### config.mk
export PLATFORM = sky130hd
export DESIGN_NAME = srs_reset_status
export DESIGN_NICKNAME = d
export VERILOG_FILES = /design/src/hdl/srs_pkg.sv /design/src/hdl/srs_reset_status.sv
export SDC_FILE = /design/constraint.sdc
export NUM_CORES = 1
export LEC_CHECK = 0
export BUFFER_PORTS_ARGS = -buffer_cell sky130_fd_sc_hd__buf_4
export CAP_MARGIN = 40
export CORE_ASPECT_RATIO = 0.9
export CORE_MARGIN = 2
export CORE_UTILIZATION = 47
export DETAILED_ROUTE_END_ITERATION = 10
export PLACE_DENSITY = 0.76
export SETUP_SLACK_MARGIN = 0.02
export SLEW_MARGIN = 40
export SYNTH_ARGS = -nofsm -noshare
export SYNTH_HDL_FRONTEND = slang
export SYNTH_SLANG_ARGS = --single-unit
### constraint.sdc
create_clock -name clk_sys -period 1.6 [get_ports clk_sys]
set_input_delay 0.32 -clock clk_sys [delete_from_list [all_inputs] [get_ports clk_sys]]
set_output_delay 0.32 -clock clk_sys [all_outputs]
set_load 0.03 [all_outputs]
### src/hdl/srs_pkg.sv
// constants, state layout and types of the reset status and option block
package srs_pkg;
   // register indices on the cpu register port
   localparam logic [1:0] IDX_STATUS = 2'h0;
   localparam logic [1:0] IDX_FORCE  = 2'h1;
   localparam logic [1:0] IDX_OPT1   = 2'h2;
   localparam logic [1:0] IDX_OPT2   = 2'h3;
   // reset cause status bit positions
   localparam int ST_POR  = 7;
   localparam int ST_PIN  = 6;
   localparam int ST_WDG  = 5;
   localparam int ST_ILLEGAL_OPCODE_FLAG = 4;
   localparam int ST_ILLEGAL_ADDRESS_FLAG = 3;
   localparam int ST_LVD  = 1;
   // first options register fields
   localparam int O1_TMO_LO = 6;
   localparam int O1_STOP   = 5;
   localparam int O1_TWI    = 2;
   localparam logic [7:0] O1_MASK = 8'hE4;
   // second options register fields
   localparam int O2_CLK  = 7;
   localparam int O2_WIN  = 6;
   localparam int O2_COMPARATOR_CAPTURE_ROUTE = 4;
   localparam logic [7:0] O2_MASK = 8'hDF;
   localparam logic [7:0] O2_ONCE = 8'hC0;
   // values after reset
   localparam logic [7:0] STATUS_POR = 8'h82;
   localparam logic [7:0] OPT1_RST   = 8'h00;
   localparam logic [7:0] OPT2_RST   = 8'h00;
   // watchdog service values and force bit
   localparam logic [7:0] SVC_FIRST  = 8'h55;
   localparam logic [7:0] SVC_SECOND = 8'hAA;
   localparam int FORCE_BIT = 0;
   // least reset hold time
   localparam int CLK_NS   = 4;
   localparam int HOLD_NS  = 64;
   localparam int HOLD_CYC = (HOLD_NS + CLK_NS - 1) / CLK_NS;
   // sequencer phase
   typedef enum logic [0:0] {SRS_RUN, SRS_HOLD} srs_phase_t;
   // whole state of the block
   typedef struct packed {
      srs_phase_t phase;
      logic [7:0] hold_cnt;
      logic       lv_hold;
      logic [7:0] status;
      logic [7:0] opt1;
      logic       opt1_lock;
      logic [7:0] opt2;
      logic       opt2_lock;
      logic       armed;
      logic       warn;
      logic       irq;
      logic       trip;
      logic       stop_go;
      logic       wdog_clr;
      logic       sys_rst;
      logic [7:0] rdata;
   } srs_state_t;
endpackage

### src/hdl/srs_reset_status.sv
// reset sequencer, reset cause status, watchdog service and system options
`timescale 1ns/1ps
module srs_reset_status #(
   parameter int HOLD_W = 8
) (
   // clock and power-on reset
   input  wire logic       clk_sys,
   input  wire logic       rstn,
   // cpu register port
   input  wire logic [1:0] cpu_sel,
   input  wire logic       cpu_wr,
   input  wire logic       cpu_rd,
   input  wire logic [7:0] cpu_wdata,
   output logic      [7:0] cpu_rdata,
   // background debug write to the force register
   input  wire logic       dbg_wr,
   input  wire logic [7:0] dbg_wdata,
   // reset sources
   input  wire logic       rst_pin_n,
   input  wire logic       lvd_detect,
   input  wire logic       lvd_above,
   input  wire logic       illegal_opcode,
   input  wire logic       illegal_addr,
   input  wire logic       stop_exec,
   // low-voltage control from power management
   input  wire logic       lowvolt_reset_enable,
   input  wire logic       lowvolt_trip_select,
   input  wire logic       lowvolt_warn_irq_enable,
   input  wire logic       lvw_detect,
   input  wire logic       warn_ack,
   // watchdog counter status
   input  wire logic       watchdog_enable_bit,
   input  wire logic       wdog_timeout,
   input  wire logic       wdog_late,
   // reset, watchdog and warning outputs
   output logic            sys_reset,
   output logic            wdog_clear,
   output logic            lvd_trip_sel,
   output logic            lowvolt_warn_flag,
   output logic            lowvolt_warn_irq,
   output logic            stop_enter,
   // option outputs
   output logic      [1:0] watchdog_timeout_field,
   output logic            stop_allow_bit,
   output logic            twowire_pin_select,
   output logic            watchdog_clock_select,
   output logic            watchdog_window_bit,
   output logic            comparator_capture_route,
   output logic      [3:0] timer_pin_select
);

   // elaboration check: the hold counter in the state is eight bits wide
   if (HOLD_W < 2 || HOLD_W > 8 || srs_pkg::HOLD_CYC >= (1 << HOLD_W)) begin : g_hold_check
      $error("HOLD_W does not fit the reset hold count");
   end

   srs_pkg::srs_state_t st_ff;
   srs_pkg::srs_state_t nxt_st;

   logic       in_run;
   logic       wr_status;
   logic       win_on;
   logic       svc_bad;
   logic       c_lvr;
   logic       c_wdg;
   logic       c_illegal_opcode_flag;
   logic       c_force;
   logic [7:0] cause;

   // reset causes seen while running
   assign in_run    = (st_ff.phase == srs_pkg::SRS_RUN);
   assign wr_status = cpu_wr && (cpu_sel == srs_pkg::IDX_STATUS);
   assign win_on    = st_ff.opt2[srs_pkg::O2_WIN] && st_ff.opt2[srs_pkg::O2_CLK];
   assign svc_bad   = wr_status && watchdog_enable_bit
                      && ((win_on && !wdog_late)
                          || ((cpu_wdata != srs_pkg::SVC_FIRST)
                              && (cpu_wdata != srs_pkg::SVC_SECOND)));
   assign c_lvr     = lvd_detect && lowvolt_reset_enable;
   assign c_wdg     = (wdog_timeout && watchdog_enable_bit) || svc_bad;
   assign c_illegal_opcode_flag    = illegal_opcode || (stop_exec && !st_ff.opt1[srs_pkg::O1_STOP]);
   assign c_force   = dbg_wr && dbg_wdata[srs_pkg::FORCE_BIT];

   // cause flags captured on reset entry; a forced reset contributes none
   always_comb begin
      cause = 8'h00;
      cause[srs_pkg::ST_PIN]  = !rst_pin_n;
      cause[srs_pkg::ST_WDG]  = c_wdg;
      cause[srs_pkg::ST_ILLEGAL_OPCODE_FLAG] = c_illegal_opcode_flag;
      cause[srs_pkg::ST_ILLEGAL_ADDRESS_FLAG] = illegal_addr;
      cause[srs_pkg::ST_LVD]  = c_lvr;
      cause[srs_pkg::ST_POR]  = c_lvr && st_ff.status[srs_pkg::ST_POR];
   end

   // next state
   always_comb begin
      nxt_st = st_ff;
      nxt_st.wdog_clr = 1'b0;
      nxt_st.stop_go  = 1'b0;
      nxt_st.trip     = lowvolt_trip_select;
      // warning flag: a new warning wins over the acknowledge
      if (warn_ack && !lvw_detect)
         nxt_st.warn = 1'b0;
      if (lvw_detect && lowvolt_warn_irq_enable)
         nxt_st.warn = 1'b1;
      nxt_st.irq = nxt_st.warn && lowvolt_warn_irq_enable;
      // read data; force register always reads zero
      if (cpu_rd) begin
         unique case (cpu_sel)
            srs_pkg::IDX_STATUS: nxt_st.rdata = st_ff.status;
            srs_pkg::IDX_FORCE:  nxt_st.rdata = 8'h00;
            srs_pkg::IDX_OPT1:   nxt_st.rdata = st_ff.opt1;
            srs_pkg::IDX_OPT2:   nxt_st.rdata = st_ff.opt2;
         endcase
      end
      unique case (st_ff.phase)
         srs_pkg::SRS_RUN: begin
            if (c_lvr || c_wdg || c_illegal_opcode_flag || illegal_addr || !rst_pin_n || c_force) begin
               // enter reset; options re-armed to their reset values
               nxt_st.phase     = srs_pkg::SRS_HOLD;
               nxt_st.hold_cnt  = 8'h00;
               nxt_st.sys_rst   = 1'b1;
               nxt_st.lv_hold   = c_lvr;
               nxt_st.status    = cause;
               nxt_st.opt1      = srs_pkg::OPT1_RST;
               nxt_st.opt2      = srs_pkg::OPT2_RST;
               nxt_st.opt1_lock = 1'b0;
               nxt_st.opt2_lock = 1'b0;
               nxt_st.armed     = 1'b0;
            end else begin
               nxt_st.stop_go = stop_exec;
               // watchdog service sequence; status stays untouched
               if (wr_status && watchdog_enable_bit) begin
                  if (cpu_wdata == srs_pkg::SVC_FIRST)
                     nxt_st.armed = 1'b1;
                  else if (st_ff.armed) begin
                     nxt_st.wdog_clr = 1'b1;
                     nxt_st.armed    = 1'b0;
                  end
               end
               // first options register: first write only
               if (cpu_wr && cpu_sel == srs_pkg::IDX_OPT1 && !st_ff.opt1_lock) begin
                  nxt_st.opt1      = cpu_wdata & srs_pkg::O1_MASK;
                  nxt_st.opt1_lock = 1'b1;
               end
               // second options register: top two bits write-once
               if (cpu_wr && cpu_sel == srs_pkg::IDX_OPT2) begin
                  nxt_st.opt2 = cpu_wdata & srs_pkg::O2_MASK & ~srs_pkg::O2_ONCE;
                  if (st_ff.opt2_lock)
                     nxt_st.opt2 = nxt_st.opt2 | (st_ff.opt2 & srs_pkg::O2_ONCE);
                  else
                     nxt_st.opt2 = nxt_st.opt2 | (cpu_wdata & srs_pkg::O2_ONCE);
                  nxt_st.opt2_lock = 1'b1;
               end
            end
         end
         srs_pkg::SRS_HOLD: begin
            if (lvd_above)
               nxt_st.lv_hold = 1'b0;
            if (st_ff.hold_cnt != 8'(srs_pkg::HOLD_CYC - 1))
               nxt_st.hold_cnt = st_ff.hold_cnt + 8'h01;
            else if (!st_ff.lv_hold && rst_pin_n) begin
               nxt_st.phase   = srs_pkg::SRS_RUN;
               nxt_st.sys_rst = 1'b0;
            end
         end
      endcase
   end

   // state register; power-on holds reset until the supply is up
   always_ff @(posedge clk_sys or negedge rstn) begin
      if (!rstn) begin
         st_ff           <= '0;
         st_ff.phase     <= srs_pkg::SRS_HOLD;
         st_ff.lv_hold   <= 1'b1;
         st_ff.status    <= srs_pkg::STATUS_POR;
         st_ff.opt1      <= srs_pkg::OPT1_RST;
         st_ff.opt2      <= srs_pkg::OPT2_RST;
         st_ff.sys_rst   <= 1'b1;
      end else begin
         st_ff <= nxt_st;
      end
   end

   // outputs straight from the state register
   assign cpu_rdata                = st_ff.rdata;
   assign sys_reset                = st_ff.sys_rst;
   assign wdog_clear               = st_ff.wdog_clr;
   assign lvd_trip_sel             = st_ff.trip;
   assign lowvolt_warn_flag        = st_ff.warn;
   assign lowvolt_warn_irq         = st_ff.irq;
   assign stop_enter               = st_ff.stop_go;
   assign watchdog_timeout_field   = st_ff.opt1[srs_pkg::O1_TMO_LO +: 2];
   assign stop_allow_bit           = st_ff.opt1[srs_pkg::O1_STOP];
   assign twowire_pin_select       = st_ff.opt1[srs_pkg::O1_TWI];
   assign watchdog_clock_select    = st_ff.opt2[srs_pkg::O2_CLK];
   assign watchdog_window_bit      = st_ff.opt2[srs_pkg::O2_WIN];
   assign comparator_capture_route = st_ff.opt2[srs_pkg::O2_COMPARATOR_CAPTURE_ROUTE];
   assign timer_pin_select         = st_ff.opt2[3:0];
endmodule

==> results of run 1 <==
## per-stage QoR
| step | cells | total power, mW | util [%] | instance area (sq um) |
|---|---|---|---|---|
| final | 374 | 3.01 | 67.6 | 3080 |
| after global routing | 374 | 3.17 | 67.6 | 3080 |
| after CTS | 372 | 2.96 | 65.7 | 2990 |
| after detailed placement | 363 | 2.27 | 63.5 | 2890 |
| after global placement | 363 | 2.24 | 63.5 | 2890 |
| after floorplan | 230 | 1.97 | - | 2270 |
## cell families after synthesis
| kind of cell | after synthesis |
|---|---|
| simple gates | 73 |
| compound gates | 59 |
| buf+inv | 43 |
| xor+xnor | 1 |
| mux | 9 |
| flops | 44 |
| fa+ha+maj | 1 |
## power breakdown
group          total (mW)  switching (mW)  internal, mW
clock               0.690           0.384         0.305
sequential           1.51           0.180          1.33
combinational       0.811           0.388         0.423
total                3.01           0.952          2.05
## worst register-to-register path, stage by stage, from the launching register on
cell,delay [ps]
dfrtp_2,370
inv_1,80
a21oi_2,200
o2111a_2,300
nand4_1,260
o22ai_1,260
## per-layer routing
metal	up-vias	global-route usage (%)
met3	12	4.17
met4	0	7.74
li1	978	-
met2	52	32.9
met5	-	0
met1	963	29.7
## placed cells by master, fill, tap and decap left out, types with 3 or more instances in the layout
cell,instances
a21oi_1,9
a22oi_1,4
a31oi_1,3
buf_4,93
buf_6,3
clkbuf_8,5
dfrtp_1,36
dfrtp_2,3
dfstp_2,5
inv_1,20
mux2i_1,6
nand2_1,21
nand2b_1,3
nand3_1,7
nand4_1,3
nor2_1,15
nor2b_1,4
nor3_1,3
o21ai_0,12
o22ai_1,13
## state kept, by name, indices dropped and copies added (netlist names)
register	count
comparator_capture_route	1
cpu_rdata	8
lowvolt_warn_flag	1
lowvolt_warn_irq	1
lvd_trip_sel	1
st_ff	19
stop_allow_bit	1
stop_enter	1
sys_reset	1
timer_pin_select	4
twowire_pin_select	1
watchdog_clock_select	1
watchdog_timeout_field	2
watchdog_window_bit	1
wdog_clear	1
## what timing repair did
item | CTS | global route
hold endpoints to repair | 0 | 0
resized for setup | 1 | 11
endpoints found under the setup margin | 7 | 27
pin swaps | 1 | 3
setup buffers | 1 | 2
## final timing paths
check	from	end	slack, ps	cells after the start
setup / recovery	stop_allow_bit$_DFFE_PN0P_	comparator_capture_route$_DFFE_PN0P_	40	5
hold / removal	rstn	st_ff[24]$_DFFE_PN0P_	3	1
setup reg to reg	stop_allow_bit$_DFFE_PN0P_	comparator_capture_route$_DFFE_PN0P_	40	5
hold reg to reg	st_ff[14]$_DFFE_PN0P_	st_ff[14]$_DFFE_PN0P_	480	2
max in group asynchronous	rstn	stop_allow_bit$_DFFE_PN0P_	1190	1
min in group clk_sys	lowvolt_trip_select	lvd_trip_sel$_DFF_PN0_	120	1
## layout make-up
cell class	instances	area share [%]
sequential	44	36.1
multi-input combinational	143	31.7
timing repair buffer	97	24.5
tap	62	2.52
inverter	20	2.44
clock buffer	6	2.36
clock inverter	2	0.407
==> flow_summary.json, run 1 <==
{
  "grt_pass1_vias": 1881,
  "criticalPathCategory": "reg2reg",
  "synth_common_cells": "dfrtp_1 (39), nand2_1 (21), inv_1 (20), buf_4 (16), nor2_1 (15)",
  "yosys-top-cells-area": "dfrtp_1 (43%), dfstp_2 (5.8%), buf_4 (5.3%)",
  "cts_tree": "done",
  "fin_crit_ps": 1560,
  "yosys.area_share.simple_pct": 17.7,
  "multi_input_area_sq_um": 975,
  "fillerInstances": 367,
  "max-cap-violations": 0,
  "drive_gt1_share_pct": 41.3,
  "finish.net_count": 349,
  "synth-edff-count": 0,
  "ant_nets": 0,
  "wl_met1_mm": 2.55,
  "place_congestion": 0.844,
  "portBuffers": 54,
  "slowest_delay_ps": 370,
  "synthMuxAreaShare_pct": 4.16,
  "vias": 2005,
  "ir_drop_mv": 0.601,
  "synth_fa_ha_area_share_pct": 0.555,
  "yosys_warnings": 0,
  "highest_layer": "met4",
  "drc_errors": 0,
  "crit_family": "compound AO/OA/AOI/OAI gates",
  "diodes": 0,
  "fmax_mhz": 640,
  "grt_overflow_total": 0,
  "ys_ff_latch": 44,
  "wire_per_inst_um": 15.1,
  "synth-compound-area-share_pct": 17.5,
  "timing.final.setup_violations": 0,
  "initial_core_util_pct": 49.6,
  "yosysSeqAreaShare_pct": 49.1,
  "crit_fanout": 5,
  "vias_per_cell": 5.36,
  "path_cells": "inv_1, a21oi_2, o2111a_2, nand4_1, o22ai_1",
  "drt_iter0_drc": 187,
  "cts_root_buffer": "clkbuf_8",
  "clk_latency_ps": 300,
  "finalCritPeriodShare_pct": 97.6,
  "ctsHoldBuffers": 0,
  "clkTransAtPathRegs_ps": 80,
  "whs_ps": 3.07,
  "cts.sinks": 44,
  "power.leakage_nw": 1.48,
  "worst_slew_pin_slew_ps": 557,
  "first_pass_iters": 4,
  "cp_data_arrival_time_ps": 1780,
  "route.met2.wl_mm": 2.75,
  "synthDistinctLibCells": 46,
  "critPathCaptureType": "flop",
  "die_w_um": 77.0,
  "die_area_sq_mm": 0.00537,
  "setup_tns_ps": 0,
  "synthArstFlopShare_pct": 100,
  "finalHoldViolations": 0,
  "maxSlewHeadroom_pct": 62.9,
  "pin_count": 62,
  "dp_hpwl_mm": 4.13,
  "grt_max_degree": 45,
  "rsz0062_at_grt": "yes",
  "htree_levels": 2,
  "postSynthCellCount": 230,
  "clock_skew_ps": 8.60,
  "syn_avg_cell_area_sq_um": 9.80,
  "clock_path_buffers": 2,
  "cp_num_buf_inv": 1,
  "outcome": "completed",
  "track_usage_pct": 21.2,
  "ff_latch_area_sq_mm": 0.00111,
  "routed_wl_mm": 5.66,
  "powerDensity_mw_per_mm2": 977,
  "area_growth_pct": 36.5,
  "synth_area_sq_mm": 0.00225,
  "die-height_um": 69.7,
  "synth_top_family_by_area": "simple AND/OR/NAND/NOR gates",
  "final_max_slew_viol_count": 0,
  "critPathSlowestCell": "dfrtp_2",
  "synth_top_flop_cell": "dfrtp_1",
  "synth_top_cell_by_area": "dfrtp_1",
  "synth_fp_nets": 268,
  "grt_pass1_wl_mm": 9.08,
  "synth.most_common_cell": "dfrtp_1",
  "crit_required_ps": 1820,
  "synth_top_cell_area_share_pct": 43.3,
  "pre_cts_ws_ps": -174,
  "core_area_sq_mm": 0.00455,
  "placementRows": 23,
  "setup_slack_ps": 38.4,
  "critPathLaunchType": "flop",
  "synthXorXnorAreaFrac_pct": 0.389,
  "cts_buffers": 5,
  "antenna_found_initial": 0,
  "hold_class": "in2async",
  "wl_met3_um": 241
}
Power figures use the tool's default switching activity.
==> inputs of run 2 (changes only) <==
Settings changed: CORE_UTILIZATION 47 to 40, PLACE_DENSITY 0.76 to default.
Clock period 1.6 ns to 1.65 ns, I/O delays scaled along.
==> flow_summary.json, run 2 (same netlist as run 1, synthesis figures left out) <==
{
  "path_cells": "ha_1, and3_2, a21o_2, or2_2, o21ai_0",
  "pin_count": 62,
  "fin_cells": 378,
  "vias_per_cell": 5.27,
  "powerDensity_mw_per_mm2": 1000,
  "p_clk_share_pct": 28.0,
  "pre_cts_ws_ps": -128,
  "routed_wl_mm": 5.76,
  "die_area_sq_mm": 0.00625,
  "clock_path_buffers": 2,
  "wire_per_inst_um": 15.2,
  "pwr-share-seq_pct": 46.9,
  "core_area_sq_mm": 0.00535,
  "crit_family": "simple AND/OR/NAND/NOR gates",
  "critPathLaunch": "st_ff[42]$_DFFE_PN0P_",
  "cp.depth": 5,
  "drc_errors": 0,
  "power.leakage_nw": 1.48,
  "r2r_end": "st_ff[42]$_DFFE_PN0P_",
  "ctsHoldBuffers": 0,
  "final_common_cell": "buf_4",
  "power.share.switching_pct": 30.2,
  "die_w_um": 83.1,
  "placementRows": 25,
  "top_register": "st_ff",
  "critPathCaptureType": "flop",
  "drive_gt1_share_pct": 41.2,
  "rr_worst_depth": 5,
  "endpoint": "st_ff[42]$_DFFE_PN0P_",
  "final_max_slew_viol_count": 0,
  "cts.sinks": 44,
  "critPathSlowestCell": "dfrtp_1",
  "final_cell_mix": "buf_4 (95), dfrtp_1 (36), nand2_1 (21)",
  "cts_buffers": 5,
  "clk_latency_ps": 310,
  "internal_power_mw": 2.14,
  "first_pass_iters": 4,
  "placed_area_sq_mm": 0.00287,
  "hold_class": "in2async",
  "place_congestion": 0.806,
  "max-cap-violations": 0,
  "slowest_delay_ps": 410,
  "dpl.cell_count": 365,
  "outcome": "completed",
  "finish.net_count": 348,
  "dp_hpwl_mm": 4.18,
  "regToRegSetupSlack_ps": 60,
  "drt_iter0_drc": 107,
  "ir_drop_mv": 0.546,
  "grt_pass1_vias": 1930,
  "timing.final.setup_violations": 0,
  "pwr-share-comb_pct": 25.1,
  "cp_num_buf_inv": 0,
  "track_usage_pct": 18.9,
  "antenna_found_initial": 0,
  "finalHoldViolations": 0,
  "htree_levels": 2,
  "worstReg2RegStart": "st_ff[42]$_DFFE_PN0P_",
  "criticalPathCategory": "reg2reg",
  "grt_max_degree": 45,
  "cts_root_buffer": "clkbuf_8",
  "fmax_mhz": 630,
  "vias": 1991,
  "p_sw_mw": 0.925,
  "fillerInstances": 475,
  "report.power.total_mw": 3.07,
  "die-height_um": 75.2,
  "cts_tree": "done",
  "portBuffers": 54,
  "fin_crit_ps": 1590,
  "ant_nets": 0,
  "critPathLaunchType": "flop",
  "fin_area_sq_mm": 0.00306,
  "diodes": 0,
  "setup_slack_ps": 61.9,
  "area_growth_pct": 36.0,
  "maxSlewHeadroom_pct": 62.0,
  "finalCritPeriodShare_pct": 96.2,
  "crit_fanout": 10,
  "grt_pass1_wl_mm": 9.23,
  "worst_slew_pin_slew_ps": 569,
  "clock_skew_ps": 8.58,
  "cp_data_arrival_time_ps": 1800,
  "clkTransAtPathRegs_ps": 80,
  "grt_overflow_total": 0,
  "largest_reg_flops": 19,
  "rsz0062_at_grt": "yes",
  "initial_core_util_pct": 42.1,
  "crit_required_ps": 1870
}
[run 2: timing repair]
action                     CTS  global route
pin swaps                    1             3
setup endpoints to repair    2            26
buffers inserted             0             5
gates resized for setup      1             7
[run 2: area by class of cell]
type | instances | area, sq um | area share (%)
multi-input cells | 143 | 955 | 31.2
clock inverters | 3 | 46.3 | 1.51
clock buffers | 5 | 68.8 | 2.25
well taps | 67 | 83.8 | 2.74
inverters | 20 | 75.1 | 2.45
flip-flops and latches | 44 | 1110 | 36.3
repair buffers | 96 | 724 | 23.6
[run 2: per-layer routing]
metal	up-vias	wire length (um)	track usage, %
met3	7	223	4.71
met1	973	2720	25.7
met5	-	0	0
met2	49	2730	30.3
met4	0	82	5.83
li1	962	-	-
[run 2: stage by stage]
| step | hold slack [ps] | TNS, ps | utilization, % |
|---|---|---|---|
| CTS | 25.3 | 0 | 56.0 |
| global route | 46.3 | 0 | 57.3 |
| finish | 5.96 | 0 | 57.3 |
| detailed placement | 362 | -2240 | 53.7 |
| global placement | 363 | -2210 | 53.7 |
| floorplan | 34.4 | 0 | - |
[run 2: power groups by stage]
stage                     clock network [mW]  registers (mW)  logic, mW
after global routing                   0.928            1.47      0.867
after global placement                     0            1.45      0.740
after CTS                              0.880            1.44      0.762
after detailed placement                   0            1.46      0.756
final                                  0.859            1.44      0.768
after floorplan                            0            1.46      0.449
[run 2: worst min path at each step]
stage,start,to,slack (ps)
after floorplan,rstn,comparator_capture_route$_DFFE_PN0P_,30
after CTS,rstn,st_ff[47]$_DFFE_PN0P_,30
final,rstn,st_ff[47]$_DFFE_PN0P_,6
after detailed placement,rstn,st_ff[47]$_DFFE_PN0P_,360
after global routing,rstn,st_ff[47]$_DFFE_PN0P_,50
after global placement,rstn,st_ff[48]$_DFFE_PN0P_,360
